==> config.mk <==
export PLATFORM = sky130hd
export DESIGN_NAME = cbps_sequencer
export DESIGN_NICKNAME = d
export VERILOG_FILES = /design/src/rtl/cbps_pkg.sv /design/src/rtl/cbps_line_if.sv /design/src/rtl/cbps_sequencer.sv /design/src/rtl/cbps_line_counter.sv
export SDC_FILE = /design/constraint.sdc
export NUM_CORES = 1
export LEC_CHECK = 0
export ABC_AREA = 1
export BUFFER_PORTS_ARGS = -buffer_cell sky130_fd_sc_hd__buf_2
export CORE_MARGIN = 10
export CORE_UTILIZATION = 32
export DETAILED_ROUTE_END_ITERATION = 6
export GPL_TIMING_DRIVEN = 0
export SYNTH_ARGS = -nofsm -noshare
export SYNTH_HDL_FRONTEND = slang
export SYNTH_SLANG_ARGS = --single-unit
==> constraint.sdc <==
create_clock -name clk -period 1.4 [get_ports clk]
set_input_delay 0.14 -clock clk [delete_from_list [all_inputs] [get_ports clk]]
set_output_delay 0.14 -clock clk [all_outputs]
set_load 0.03 [all_outputs]
==> src/rtl/cbps_pkg.sv <==
// Constants and types shared by the bias pulse sequencer files.
// Behaviour
// - In each retrace interval, count line syncs; the first thirteen change no output.
// - On the fourteenth line sync, raise the auto-bias pulse.
// - Auto-bias pulse stays high exactly seven line periods, then falls.
// - Fifteenth line sync starts setup: grid pulse low, program pulse high.
// - Setup lasts exactly three line periods before measurement.
// - On the eighteenth line sync, raise the grid pulse.
// - With the grid pulse rising, drive the program pulse low.
package cbps_pkg;

	localparam int CBPS_CNT_W = 5;
	localparam logic [CBPS_CNT_W-1:0] CBPS_CNT_RESET = 5'h00;
	localparam logic [CBPS_CNT_W-1:0] CBPS_CNT_ONE = 5'h01;
	// Line numbers count from one: the first sync of the field is line 1.
	localparam logic [CBPS_CNT_W-1:0] CBPS_QUIET_LINES = 5'h0d;
	localparam logic [CBPS_CNT_W-1:0] CBPS_BLACK_LINE = 5'h0e;
	localparam logic [CBPS_CNT_W-1:0] CBPS_BLACK_LINES = 5'h07;
	localparam logic [CBPS_CNT_W-1:0] CBPS_SETUP_LINE = 5'h0f;
	localparam logic [CBPS_CNT_W-1:0] CBPS_SETUP_LINES = 5'h03;
	localparam logic [CBPS_CNT_W-1:0] CBPS_MEASURE_LINE =
		CBPS_SETUP_LINE + CBPS_SETUP_LINES;
	localparam logic [CBPS_CNT_W-1:0] CBPS_END_LINE =
		CBPS_BLACK_LINE + CBPS_BLACK_LINES;

	// Idle and reset levels of the three pulse outputs.
	localparam logic CBPS_AUTO_BIAS_IDLE = 1'b0;
	localparam logic CBPS_GRID_IDLE = 1'b0;
	localparam logic CBPS_PROGRAM_IDLE = 1'b1;

	typedef enum logic [2:0] {
		CBPS_PH_IDLE,
		CBPS_PH_QUIET,
		CBPS_PH_BLACK,
		CBPS_PH_SETUP,
		CBPS_PH_MEASURE
	} cbps_phase_t;

endpackage

==> src/rtl/cbps_line_if.sv <==
// Interface carrying the line count from the counter to the sequencer.
`timescale 1ns/1ps
`default_nettype none
interface cbps_line_if;
	import cbps_pkg::*;
	logic [CBPS_CNT_W-1:0] lineCount;
	logic seqActive;

	modport counter (output lineCount, output seqActive);
	modport seq (input lineCount, input seqActive);
endinterface
`default_nettype wire

==> src/rtl/cbps_sequencer.sv <==
// Top of the bias pulse sequencer: phase decode and pulse outputs.
`timescale 1ns/1ps
`default_nettype none
module cbps_sequencer
	import cbps_pkg::*;
(
	input wire logic clk,
	input wire logic rst_b,
	input wire logic hSync,
	input wire logic vRetrace,
	output logic autoBiasPulse,
	output logic gridPulse,
	output logic programPulse
);

	cbps_line_if lineLink ();

	cbps_phase_t phase;
	logic autoBias_r;
	logic autoBias_nxt;
	logic grid_r;
	logic grid_nxt;
	logic program_r;
	logic program_nxt;
	logic [CBPS_CNT_W-1:0] line;

	////////////////////////////////////////////////////////////////////////
	// Line counting lives in its own module so the phase decode below
	// only ever sees a clean, already framed count.
	cbps_line_counter counter (
		.clk(clk),
		.rst_b(rst_b),
		.hSync(hSync),
		.vRetrace(vRetrace),
		.link(lineLink.counter)
	);

	assign line = lineLink.lineCount;

	////////////////////////////////////////////////////////////////////////
	// Phase decode from the line number. Decoding from the count rather
	// than stepping phases keeps the sequence self-correcting if a field
	// is cut short by a new retrace.
	always_comb begin
		phase = CBPS_PH_IDLE;
		if (lineLink.seqActive) begin
			if (line <= CBPS_QUIET_LINES) begin
				phase = CBPS_PH_QUIET;
			end else if (line < CBPS_SETUP_LINE) begin
				phase = CBPS_PH_BLACK;
			end else if (line < CBPS_MEASURE_LINE) begin
				phase = CBPS_PH_SETUP;
			end else if (line < CBPS_END_LINE) begin
				phase = CBPS_PH_MEASURE;
			end
		end
	end

	// Pulse levels for each phase; idle covers the end of the cycle.
	always_comb begin
		autoBias_nxt = CBPS_AUTO_BIAS_IDLE;
		grid_nxt = CBPS_GRID_IDLE;
		program_nxt = CBPS_PROGRAM_IDLE;
		case (phase)
			CBPS_PH_IDLE: begin
				autoBias_nxt = CBPS_AUTO_BIAS_IDLE;
			end
			CBPS_PH_QUIET: begin
				autoBias_nxt = CBPS_AUTO_BIAS_IDLE;
			end
			CBPS_PH_BLACK: begin
				autoBias_nxt = 1'b1;
			end
			CBPS_PH_SETUP: begin
				autoBias_nxt = 1'b1;
				grid_nxt = 1'b0;
				program_nxt = 1'b1;
			end
			CBPS_PH_MEASURE: begin
				autoBias_nxt = 1'b1;
				grid_nxt = 1'b1;
				program_nxt = 1'b0;
			end
			default: begin
				autoBias_nxt = CBPS_AUTO_BIAS_IDLE;
			end
		endcase
	end

	// Registers only; outputs come straight from these flip-flops.
	always_ff @(posedge clk or negedge rst_b) begin
		if (!rst_b) begin
			autoBias_r <= CBPS_AUTO_BIAS_IDLE;
			grid_r <= CBPS_GRID_IDLE;
			program_r <= CBPS_PROGRAM_IDLE;
		end else begin
			autoBias_r <= autoBias_nxt;
			grid_r <= grid_nxt;
			program_r <= program_nxt;
		end
	end

	assign autoBiasPulse = autoBias_r;
	assign gridPulse = grid_r;
	assign programPulse = program_r;

endmodule
`default_nettype wire

==> src/rtl/cbps_line_counter.sv <==
// Line sync counter, framed by the retrace input.
`timescale 1ns/1ps
`default_nettype none
module cbps_line_counter
	import cbps_pkg::*;
(
	input wire logic clk,
	input wire logic rst_b,
	input wire logic hSync,
	input wire logic vRetrace,
	cbps_line_if.counter link
);

	logic hSyncPrev_r;
	logic hSyncPrev_nxt;
	logic vRetracePrev_r;
	logic vRetracePrev_nxt;
	logic active_r;
	logic active_nxt;
	logic [CBPS_CNT_W-1:0] count_r;
	logic [CBPS_CNT_W-1:0] count_nxt;
	logic syncEdge;
	logic fieldStart;

	////////////////////////////////////////////////////////////////////////
	// Edge detection and counting. A retrace start wins over a sync edge
	// in the same cycle, so that edge is not counted. Counting runs on
	// past the end of retrace until the sequence is finished, because the
	// retrace may be shorter than the whole sequence.
	always_comb begin
		hSyncPrev_nxt = hSync;
		vRetracePrev_nxt = vRetrace;
		syncEdge = hSync && !hSyncPrev_r;
		fieldStart = vRetrace && !vRetracePrev_r;
		active_nxt = active_r;
		count_nxt = count_r;
		if (fieldStart) begin
			active_nxt = 1'b1;
			count_nxt = CBPS_CNT_RESET;
		end else if (active_r && syncEdge) begin
			count_nxt = count_r + CBPS_CNT_ONE;
			if (count_nxt == CBPS_END_LINE) begin
				active_nxt = 1'b0;
			end
		end
	end

	// Registers only; the edge memories start low, so an input already high at reset release counts as an edge.
	always_ff @(posedge clk or negedge rst_b) begin
		if (!rst_b) begin
			hSyncPrev_r <= 1'b0;
			vRetracePrev_r <= 1'b0;
			active_r <= 1'b0;
			count_r <= CBPS_CNT_RESET;
		end else begin
			hSyncPrev_r <= hSyncPrev_nxt;
			vRetracePrev_r <= vRetracePrev_nxt;
			active_r <= active_nxt;
			count_r <= count_nxt;
		end
	end

	assign link.lineCount = count_r;
	assign link.seqActive = active_r;

endmodule
`default_nettype wire

# Yosys cells after proc, flatten, opt, wreduce, memory -nomap -nowiden
# Cells that the tools add are included.
totals:
  reg_bits: 11
  in_bits: 4
  output_inout_bits: 3
  word_cells: 38
op_classes:
  addsub: 1
  order_cmp: 4
  n_eq_ne: 4
  n_mux: 13
  reduce_logical: 9
op_table:
  columns: ["cell", "n"]
  rows:
  - ["3-bit two-way mux", 5]
  - ["5-bit less-than comparator (second input constant)", 2]
  - ["5-bit two-way mux", 2]
  - ["3-bit by 2-bit == test with 1-bit output (second input constant)", 2]
  - ["1-bit two-way mux", 6]
  - ["5-bit by 1-bit adder with 5-bit output (second input constant)", 1]
  - ["5-bit == test (second input constant)", 1]
  - ["5-bit by 4-bit less-or-equal comparator with 1-bit output (second input constant)", 1]
  - ["5-bit by 4-bit less-than comparator with 1-bit output (second input constant)", 1]
  - ["2-bit nonzero test", 2]
  - ["3-bit == test (second input constant)", 1]
  - ["1-bit logical AND", 3]
  - ["3-bit OR reduction", 1]
  - ["1-bit zero test", 2]
  - ["2-bit AND reduction", 1]

# Logic depth before layout (Yosys ltp)
# Gate-level depths: netlist of run 1.
depth:
  word_depth: 9
  mapped_depth: 6

# Cells and area by module
# From an unflattened synthesis of run 1, not the netlist that was laid out.
unflattened:
  cells_unflattened: 66
  area_unflattened_um2: 544.3
by_module_without_submodules:
  columns: ["module", "n_inst", "cells_per_inst", "area_each_um2", "seq_area_each_um2"]
  rows:
  - ["cbps_line_counter", 1, 47, 399.1, 200.2]
  - ["cbps_sequencer", 1, 19, 145.1, 76.3]

# Worst setup path after synthesis of run 1
# No wires, ideal clock.
synth_path:
  path_kind: "register to register"
  from: "reg counter.count_r[1] (netlist: counter.link.lineCount[1])"
  to: "reg autoBias_r (netlist: autoBiasPulse)"
  arrival_time_ps: 1030
  t_required_ps: 1333
  setup_slack_ps: 302
  path_stages_with_launch: 7
  n_path_buf: 0
  period_less_slack_ps: 1098
  path_cell_list: "dfrtp_1 inv_1 ha_1 or2_0 o21ai_1 nand2_1 nand2_1"
synth_between:
  elab_chain_cells: 9
  word_cells_on_any_way: 14
synth_rtl:
  columns: ["element", "line", "source"]
  rows:
  - ["from (decl)", "cbps_line_counter.sv:20", "logic [CBPS_CNT_W-1:0] count_r;"]
  - ["from (signal assigned)", "cbps_line_counter.sv:59", "count_r <= count_nxt;"]
  - ["5-bit less-than comparator", "cbps_sequencer.sv:53", "end else if (line < CBPS_END_LINE) begin"]
  - ["3-bit two-way mux", "cbps_sequencer.sv:53", null]
  - ["3-bit two-way mux", "cbps_sequencer.sv:51", "end else if (line < CBPS_MEASURE_LINE) begin"]
  - ["3-bit two-way mux", "cbps_sequencer.sv:49", "end else if (line < CBPS_SETUP_LINE) begin"]
  - ["3-bit two-way mux (*)", "cbps_sequencer.sv:47", "if (line <= CBPS_QUIET_LINES) begin"]
  - ["3-bit two-way mux (*)", "cbps_sequencer.sv:46", "if (lineLink.seqActive) begin"]
  - ["3-bit == test / 3-bit by 2-bit == test with 1-bit output (equally long branches)", "cbps_sequencer.sv:64", "case (phase)"]
  - ["3-bit OR reduction (no line) (*)", null, null]
  - ["1-bit two-way mux (*)", "cbps_sequencer.sv:64", null]
  - ["via autoBias_nxt", "cbps_sequencer.sv:20", "logic autoBias_nxt;"]
  - ["to (signal assigned)", "cbps_sequencer.sv:97", "autoBias_r <= autoBias_nxt;"]
  - ["to (decl)", "cbps_sequencer.sv:19", "logic autoBias_r;"]
# Mark *: on every way through the listed nets, which the timed path passes. The rest lies on a longest branch.
# A chain may end at the register's enable or synchronous reset.

# Worst setup path after layout of run 1
# Ends and elaborated chain as after synthesis.

==> summary.md, run 1 <==
| Metric | Value |
|---|---|
| Final ANT Viol Nets | 0 |
| Longest Clk Path Bufs | 2 |
| Row count | 14 |
| Vias in the first global route | 464 |
| Initial antenna violation count | 0 |
| CTS clk-pin slew, worst paths | 0.08 ns |
| Detailed placer's ending HPWL | 751 um |
| Post-layout util | 41.2% |
| Area leader, netlist | dfrtp_1 |
| Worst EP required | 1.61 ns |
| CP endpoint kind | flip-flop |
| Layout area overhead | 20.4% |
| Crit path from | counter.link.lineCount[1] |
| Crit path max fanout | 5 |
| RSZ-0062 raised after global routing | no |
| R2R depth | 6 |
| Status | complete, no violations |
| Die Ht | 60.6 um |
| Worst Skew | 0.00668 ns |
| Crit path kind | reg -> reg |
| Share of the synthesized area in the top cell type | 47.4% |
| CTS tree | done |
| Tcrit/Tclk final | 89.4% |
| Clock latency at the later pin of the worst-skew pair | 0.27 ns |
| RR Startpoint | counter.link.lineCount[1] |
| Finished Layout Cells | 91 |
| Post-Syn Area per Cell | 8.52 sq um |
| Postcts setup bufs | 0 |
| Wirelength per Cell | 11.1 um |
| Setup TNS | 0 ns |
| Final hold slack | 0.258 ns |
| Storage element area | 277 sq um |
| Worst vdd ir | 570 uV |
| Max Freq | 799 MHz |
| Yosys warnings | 0 |
| Starting Density | 34.3% |
| # fillers | 164 |
| Post-route DRC | 0 |
| # IOs | 7 |
| Number of port buffers | 6 |
| LEAKAGE | 0.000334 uW |
| Area occupied by multi-input gates | 210 sq um |
| Slew @ Worst Pin | 0.256 ns |
| Clk sinks | 11 |
| Area contributors post-synth | dfrtp_1 47%, nand2_1 9.2%, ha_1 7.1% |
| Overflow after GRT | 0 |
| Synth Cell Area | 528 sq um |
| Final Setup Violations | 0 |
| Vias | 436 |
| Reg-to-Reg End | autoBiasPulse |
| First-pass GRT wire length | 1810 um |
| Final hold vios | 0 |
| GP Congestion | 0.790 |
| Startpoint Class | flip-flop |
| Worst rel slew slack | 83.0% |
| Placed insts | 84 |
| GRT Total Usage | 6.49% |
| Yosys reg bits | 11 |
| # nets final | 83 |
| 1st-pass router iterations | 5 |
| CTS root buf | clkbuf_4 |
| Worst R2R Setup Slack | 0.15 ns |
| DIE AREA | 0.00367 sq mm |
| Class of the worst hold path | in -> async |
| Crit path capture | autoBiasPulse |
| Mapped Cells | 62 |
| Core area | 0.00154 sq mm |
| Pin count of the biggest net entering global routing | 12 |
| Min cycle time layout | 1.25 ns |
| Antenna Cells | 0 |
| DRT iter0 DRCs | 6 |
| Vias/cell | 4.79 |
| Final wirelength | 1010 um |
| Count of pins over their slew limit | 0 |
| Yosys cell types | 14 |
| CTS buffer count | 3 |
| Register area share after synthesis | 52.4% |
| Arrival @ worst endpoint | 1.46 ns |
| Layout cell share with drive strength beyond 1 | 17.3% |
| H-tree lvl count | 1 |
| Syn nets | 69 |
| Power per cell area | 1010 mW/mm^2 |
| Max Cap Viol | 0 |
| Die X | 60.6 um |
-- Yosys cell counts --
library cell  number
nor2_1             3
o21ai_0            4
inv_2              2
ha_1               3
nand4_1            4
o21ai_1            2
o22ai_1            1
nand3_1            6
dfrtp_1           10
dfstp_2            1
a21oi_1            3
or2_0              1
nand2_1           13
inv_1              9
-- layout make-up --
cell class | count | share of cell area [%]
clock inverters | 1 | 0.787
multi-input cells | 40 | 33.1
repair buffers | 9 | 9.45
clock buffers | 3 | 3.54
inverters | 11 | 6.50
well taps | 16 | 3.15
flip-flops and latches | 11 | 43.5
-- flip-flops by register name, indices dropped and copies added, names as in the netlist --
| signal | flops |
|---|---|
| counter.vRetracePrev_r | 1 |
| counter.link.lineCount | 5 |
| counter.link.seqActive | 1 |
| programPulse | 1 |
| counter.hSyncPrev_r | 1 |
| gridPulse | 1 |
| autoBiasPulse | 1 |
-- power breakdown --
part	internal [uW]	total (uW)	switching, uW
combinational	28.9	75.5	46.6
clock	106	217	111
sequential	332	351	19.2
-- cell families after synthesis --
group	after synthesis	synth area share, %
buffers and inverters	11	7.82
DFF	11	52.4
AOI/OAI and AO/OA	10	9.72
adders and majority gates	3	7.11
and+or+nand+nor	27	23.0
-- worst max-delay path, cell delays in order (launching register included) --
cell and delay (ns):
dfrtp_1 0.42, inv_1 0.12, ha_1 0.19, or2_0 0.21, o21ai_1 0.13, nand2_1 0.06, nand2_1 0.05
-- worst min-delay path by stage --
stage	cells after the start	from	endpoint
after detailed placement	1	rst_b	autoBiasPulse
final	2	rst_b	counter.link.lineCount[3]
after CTS	1	hSync	counter.hSyncPrev_r
after floorplan	0	rst_b	autoBiasPulse
after global routing	2	rst_b	counter.link.lineCount[4]
after global placement	1	rst_b	autoBiasPulse
-- metal layers --
layer	GRT usage (%)	vias to the layer above	part of all wire [%]
met5	0	-	0
li1	-	232	-
met4	1.88	0	0
met1	5.88	190	41
met2	11.5	14	49
met3	4.38	0	11
-- placed cells by master (no fill, tap or decap) --
cell type	n
inv_1	9
dfrtp_1	10
dlygate4sd3_1	3
inv_2	2
nand4_1	4
dfstp_2	1
nor2_1	3
ha_1	3
buf_2	6
nand2_1	13
a21oi_1	3
o21ai_1	2
clkbuf_4	3
or2_0	1
nand3_1	6
o22ai_1	1
o21ai_0	4
clkinv_2	1
-- what timing repair did --
item / CTS / global route
gates resized for setup: 0 / 0
hold buffers: 2 / 1
setup endpoints to repair: 0 / 0
hold endpoints to repair: 12 / 1
-- through the flow --
step	cell area (sq um)	total power, uW	setup WS [ns]
floorplan	528	399	0.302
global placement	578	424	0.214
detailed placement	578	428	0.187
CTS	626	654	0.153
global route	636	684	0.0562
finish	636	643	0.148
Note: power is estimated with default switching activity, not from simulation.
==> run 2: changes to the inputs <==
--- a/config.mk
+++ b/config.mk
@@ -7,9 +7,9 @@
 export LEC_CHECK = 0
 export ABC_AREA = 1
 export BUFFER_PORTS_ARGS = -buffer_cell sky130_fd_sc_hd__buf_2
-export CORE_MARGIN = 10
-export CORE_UTILIZATION = 32
+export CORE_AREA = 10 10 47 49
 export DETAILED_ROUTE_END_ITERATION = 6
+export DIE_AREA = 0 0 57 59
 export GPL_TIMING_DRIVEN = 0
 export SYNTH_ARGS = -nofsm -noshare
 export SYNTH_HDL_FRONTEND = slang
==> run 2 against run 1 <==
Compared with the run above:
- combinational power rose by 2.9%
- wire length rose by 3.7%
- total power rose by 0.90%
- final cell count did not move
- clock skew barely moved
- largest cell class unchanged
==> summary.md, run 2 (synthesized netlist as in run 1, its figures left out) <==
| Metric | Value |
|---|---|
| Initial antenna violation count | 0 |
| Worst setup margin | 0.186 ns |
| RSZ-0062 raised after global routing | no |
| Pre-CTS setup slack | 0.206 ns |
| Worst EP required | 1.60 ns |
| Reg-to-Reg End | autoBiasPulse |
| CTS tree | done |
| LEAKAGE | 0.000331 uW |
| Worst R2R Setup Slack | 0.19 ns |
| Max Freq | 824 MHz |
| Commonest non-fill, non-tap cell in the layout | nand2_1 |
| GP Congestion | 0.819 |
| Startpoint Class | flip-flop |
| Starting Density | 37.7% |
| Worst vdd ir | 662 uV |
| RR Startpoint | counter.link.lineCount[1] |
| Pin count of the biggest net entering global routing | 12 |
| Number of flip-flops in the largest register | 5 |
| DRT iter0 DRCs | 14 |
| DIE AREA | 0.00336 sq mm |
| Longest Clk Path Bufs | 2 |
| GRT Total Usage | 6.47% |
| CTS clk-pin slew, worst paths | 0.08 ns |
| Final wirelength | 1050 um |
| Antenna Cells | 0 |
| # nets final | 83 |
| Power per cell area | 1020 mW/mm^2 |
| CTS root buf | clkbuf_4 |
| Clk sinks | 11 |
| Setup TNS | 0 ns |
| CTS buffer count | 3 |
| Overflow after GRT | 0 |
| Tcrit/Tclk final | 86.7% |
| CP endpoint kind | flip-flop |
| H-tree lvl count | 1 |
| Resized Gates After CTS | 0 |
| Layout cell share with drive strength beyond 1 | 16.0% |
| Row count | 14 |
| Most frequent cells in the layout | 13 x nand2_1, 10 x dfrtp_1, 9 x inv_1 |
| Max Cap Viol | 0 |
| Number of port buffers | 6 |
| Status | complete, no violations |
| Crit path max fanout | 5 |
| 1st-pass router iterations | 4 |
| Count of pins over their slew limit | 0 |
| Crit path kind | reg -> reg |
| Worst Skew | 0.00640 ns |
| Layout area overhead | 20.1% |
| R2R depth | 6 |
| Wirelength per Cell | 11.5 um |
| Arrival @ worst endpoint | 1.42 ns |
| Crit path from | counter.link.lineCount[1] |
| Vias | 444 |
| Worst rel slew slack | 83.8% |
| Detailed placer's ending HPWL | 753 um |
| Class of the worst hold path | in -> async |
| Slew @ Worst Pin | 0.243 ns |
| Die X | 57 um |
| Final Setup Violations | 0 |
| Die Ht | 59 um |
| Min cycle time layout | 1.21 ns |
| Post-route DRC | 0 |
| First-pass GRT wire length | 1730 um |
| # IOs | 7 |
| Clock latency at the later pin of the worst-skew pair | 0.27 ns |
| Final hold vios | 0 |
| Vias in the first global route | 400 |
| Post-CTS Hold Fix Bufs | 3 |
| Core area | 0.00140 sq mm |
| Postcts setup bufs | 0 |
| Post-layout util | 45.3% |
| Vias/cell | 4.88 |
| Final ANT Viol Nets | 0 |
[run 2: cell count changes in the layout (fill, tap and decap cells not counted), sizes merged]
cell / previous run / this run
clkbuf: 3 / 4
clkinv: 1 / 0
[run 2: cell type report]
| class | count | area, sq um |
|---|---|---|
| Fill cell | 155 | 767 |
| Timing Repair Buffer | 9 | 60.1 |
| Tap cell | 16 | 20.0 |
| Clock buffer | 4 | 26.3 |
| Multi-Input combinational cell | 40 | 210 |
| Sequential cell | 11 | 277 |
| Inverter | 11 | 41.3 |
[run 2: worst max path at each step]
stage	cells past startpoint	slack, ns	end
after floorplan	6	0.30	autoBiasPulse
after global placement	6	0.23	autoBiasPulse
after detailed placement	6	0.21	autoBiasPulse
after CTS	6	0.19	autoBiasPulse
after global routing	6	0.06	counter.link.seqActive
final	6	0.19	autoBiasPulse
[run 2: report_power, final]
group	internal (uW)	switching, uW	total (uW)
logic	29.7	48.0	77.7
clock network	110	111	221
registers	332	18.4	350
[run 2: critical path, stage by stage, from the launching register on]
cell,delay (ns)
dfrtp_1,0.40
inv_1,0.11
ha_1,0.19
or2_0,0.21
o21ai_1,0.12
nand2_1,0.06
nand2_1,0.06
[run 2: metal layers]
layer  wire length [um]  up-vias  track usage [%]
met4                 31        0             4.03
li1                   -      228                -
met1                463      199             7.49
met3                 80        5             2.79
met2                475       12             9.61
met5                  0        -                0
[run 2: through the flow]
| stage | hold slack [ns] | total power [uW] | area [sq um] | std cells |
|---|---|---|---|---|
| after floorplan | -0.156 | 399 | 528 | 62 |
| after global placement | 0.0194 | 424 | 578 | 84 |
| after detailed placement | 0.0235 | 428 | 578 | 84 |
| after CTS | 0.274 | 650 | 634 | 91 |
| after global routing | 0.280 | 692 | 634 | 91 |
| final | 0.257 | 649 | 634 | 91 |
==> run 3: changes to the inputs <==
--- a/config.mk
+++ b/config.mk
@@ -7,10 +7,11 @@
 export LEC_CHECK = 0
 export ABC_AREA = 1
 export BUFFER_PORTS_ARGS = -buffer_cell sky130_fd_sc_hd__buf_2
-export CORE_AREA = 10 10 47 49
+export CORE_AREA = 2 2 39 41
 export DETAILED_ROUTE_END_ITERATION = 6
-export DIE_AREA = 0 0 57 59
+export DIE_AREA = 0 0 41 43
 export GPL_TIMING_DRIVEN = 0
+export RECOVER_POWER = 100
 export SYNTH_ARGS = -nofsm -noshare
 export SYNTH_HDL_FRONTEND = slang
 export SYNTH_SLANG_ARGS = --single-unit
==> run 3 against run 2 <==
Compared with the run above:
- clock power is 4% lower
- design area is 2.8% lower
- hold slack worse by 0.24 ns
- clock skew is 0.0020 ns lower
- combinational power is 5.9% lower
- wire length is 7.0% lower
- worst setup slack worse by 0.0037 ns
- sequential power hardly changed
- sequential share of layout area is 1.2 points higher
- maximum frequency is 0.31% lower
- total power is 2.1% lower
==> summary.md, run 3 (synthesized netlist as in run 1, its figures left out) <==
| Metric | Value |
|---|---|
| CTS buffer count | 3 |
| Vias | 444 |
| Antenna Cells | 0 |
| Most frequent cells in the layout | 13 x nand2_1, 10 x dfrtp_1, 9 x inv_1 |
| Worst EP required | 1.26 ns |
| Layout cell share with drive strength beyond 1 | 8.11% |
| DIE AREA | 0.00176 sq mm |
| Core area | 0.00138 sq mm |
| 1st-pass router iterations | 4 |
| Worst R2R Setup Slack | 0.19 ns |
| Die Ht | 43 um |
| Worst rel slew slack | 60.9% |
| Finished Layout Cells | 90 |
| Starting Density | 38.2% |
| Final instance area | 617 sq um |
| Final wirelength | 976 um |
| LEAKAGE | 0.000309 uW |
| # IOs | 7 |
| Count of pins over their slew limit | 0 |
| Clock power frac | 33.4% |
| # nets final | 82 |
| Worst-path cell chain | clkbuf_1 |
| Crit path max fanout | 1 |
| Postcts setup bufs | 0 |
| Die X | 41 um |
| Number of flip-flops in the largest register | 5 |
| Dpl cell area | 578 sq um |
| Total internal power | 469 uW |
| Setup TNS | 0 ns |
| Vias in the first global route | 424 |
| Layout area overhead | 16.8% |
| Worst vdd ir | 400 uV |
| Number of port buffers | 6 |
| Commonest non-fill, non-tap cell in the layout | nand2_1 |
| Post-route DRC | 0 |
| Slew @ Worst Pin | 0.586 ns |
| Final hold slack | 0.0185 ns |
| Detailed placer's ending HPWL | 735 um |
| Initial antenna violation count | 0 |
| Arrival @ worst endpoint | 1.08 ns |
| First-pass GRT wire length | 1730 um |
| CTS tree | done |
| Vias/cell | 4.93 |
| Clk sinks | 11 |
| Final ANT Viol Nets | 0 |
| CTS clk-pin slew, worst paths | 0.07 ns |
| Worst path bufs/invs | 1 |
| Min cycle time layout | 1.22 ns |
| Clock latency at the later pin of the worst-skew pair | 0.26 ns |
| Combinational Power Share | 11.5% |
| WHS Path Cells | 1 |
| Final hold vios | 0 |
| Tcrit/Tclk final | 86.9% |
| Crit path depth | 1 |
| Power per cell area | 1030 mW/mm^2 |
| Class of the worst hold path | in -> reg |
| Placed insts | 84 |
| Slowest stage delay, CP | 0.52 ns |
| Row count | 14 |
| Resized Gates After CTS | 0 |
| Worst Skew | 0.00440 ns |
| RSZ-0062 raised after global routing | no |
| Status | complete, no violations |
| Sequential power share | 55.1% |
| GP Congestion | 0.837 |
| CP endpoint kind | output port |
| Max Cap Viol | 0 |
| Startpoint Class | flip-flop |
| H-tree lvl count | 1 |
| Switching Share | 26.3% |
| CTS root buf | clkbuf_4 |
| Switching pwr | 167 uW |
| DRT iter0 DRCs | 13 |
| Final Setup Violations | 0 |
| Slowest cell on crit path | dfstp_2 |
| Max Freq | 822 MHz |
| Longest Clk Path Bufs | 2 |
| CP top delay family | flip-flops |
| GRT Total Usage | 15.2% |
| R2R depth | 6 |
| Pin count of the biggest net entering global routing | 12 |
| Wirelength per Cell | 10.8 um |
| Crit path kind | reg -> out |
| Overflow after GRT | 0 |
-- run 3: cell types whose count changed in the layout (fill, tap and decap cells not counted), sizes merged --
cell / previous run / this run
clkbuf: 4 / 10
buf: 6 / 0
dlygate4sd3: 3 / 2
-- run 3: cell type report --
class	count	area, sq um
inverter	11	41.3
sequential	11	277
multi-input combinational	40	210
tap	16	20.0
fill	150	767
timing repair buffer	8	42.5
clock buffer	4	26.3
-- run 3: power by group through the flow --
stage,clock (uW),combinational (uW),sequential (uW)
3_3_place_gp,0,67.8,356
3_5_place_dp,0,70.5,356
2_1_floorplan,0,46.3,353
6_report,213,73.1,350
4_1_cts,225,75.1,349
5_1_grt,241,83.5,354
-- run 3: stage by stage --
stage | util, % | power (uW) | worst slack [ns]
3_3_place_gp | 41.8 | 424 | 0.231
4_1_cts | 45.1 | 649 | 0.186
3_5_place_dp | 41.8 | 426 | 0.203
5_1_grt | 44.6 | 678 | 0.0343
6_report | 44.6 | 636 | 0.183
2_1_floorplan | - | 399 | 0.302
-- run 3: path summary, 6_finish.rpt --
path	end	from
worst max-delay path	programPulse	programPulse
worst min-delay path	counter.vRetracePrev_r	vRetrace
worst max register to register	autoBiasPulse	counter.link.lineCount[1]
worst min register to register	programPulse	counter.link.lineCount[4]
max in group asynchronous	counter.link.seqActive	rst_b
min in group asynchronous	counter.link.lineCount[4]	rst_b
-- run 3: layer usage --
| layer | routed length (um) | share of wire, % | up-vias | global-route usage, % |
|---|---|---|---|---|
| met5 | 0 | 0 | - | 0 |
| met4 | 15 | 1.5 | 0 | 14.0 |
| met3 | 44 | 4.5 | 2 | 3.14 |
| met2 | 453 | 46 | 11 | 20.3 |
| met1 | 462 | 47 | 204 | 19.3 |
| li1 | - | - | 227 | - |
-- run 3: repair_timing --
action,4_1_cts,5_1_grt
hold buffers,2,0
endpoints found under the hold margin,12,0
setup endpoints to repair,0,0
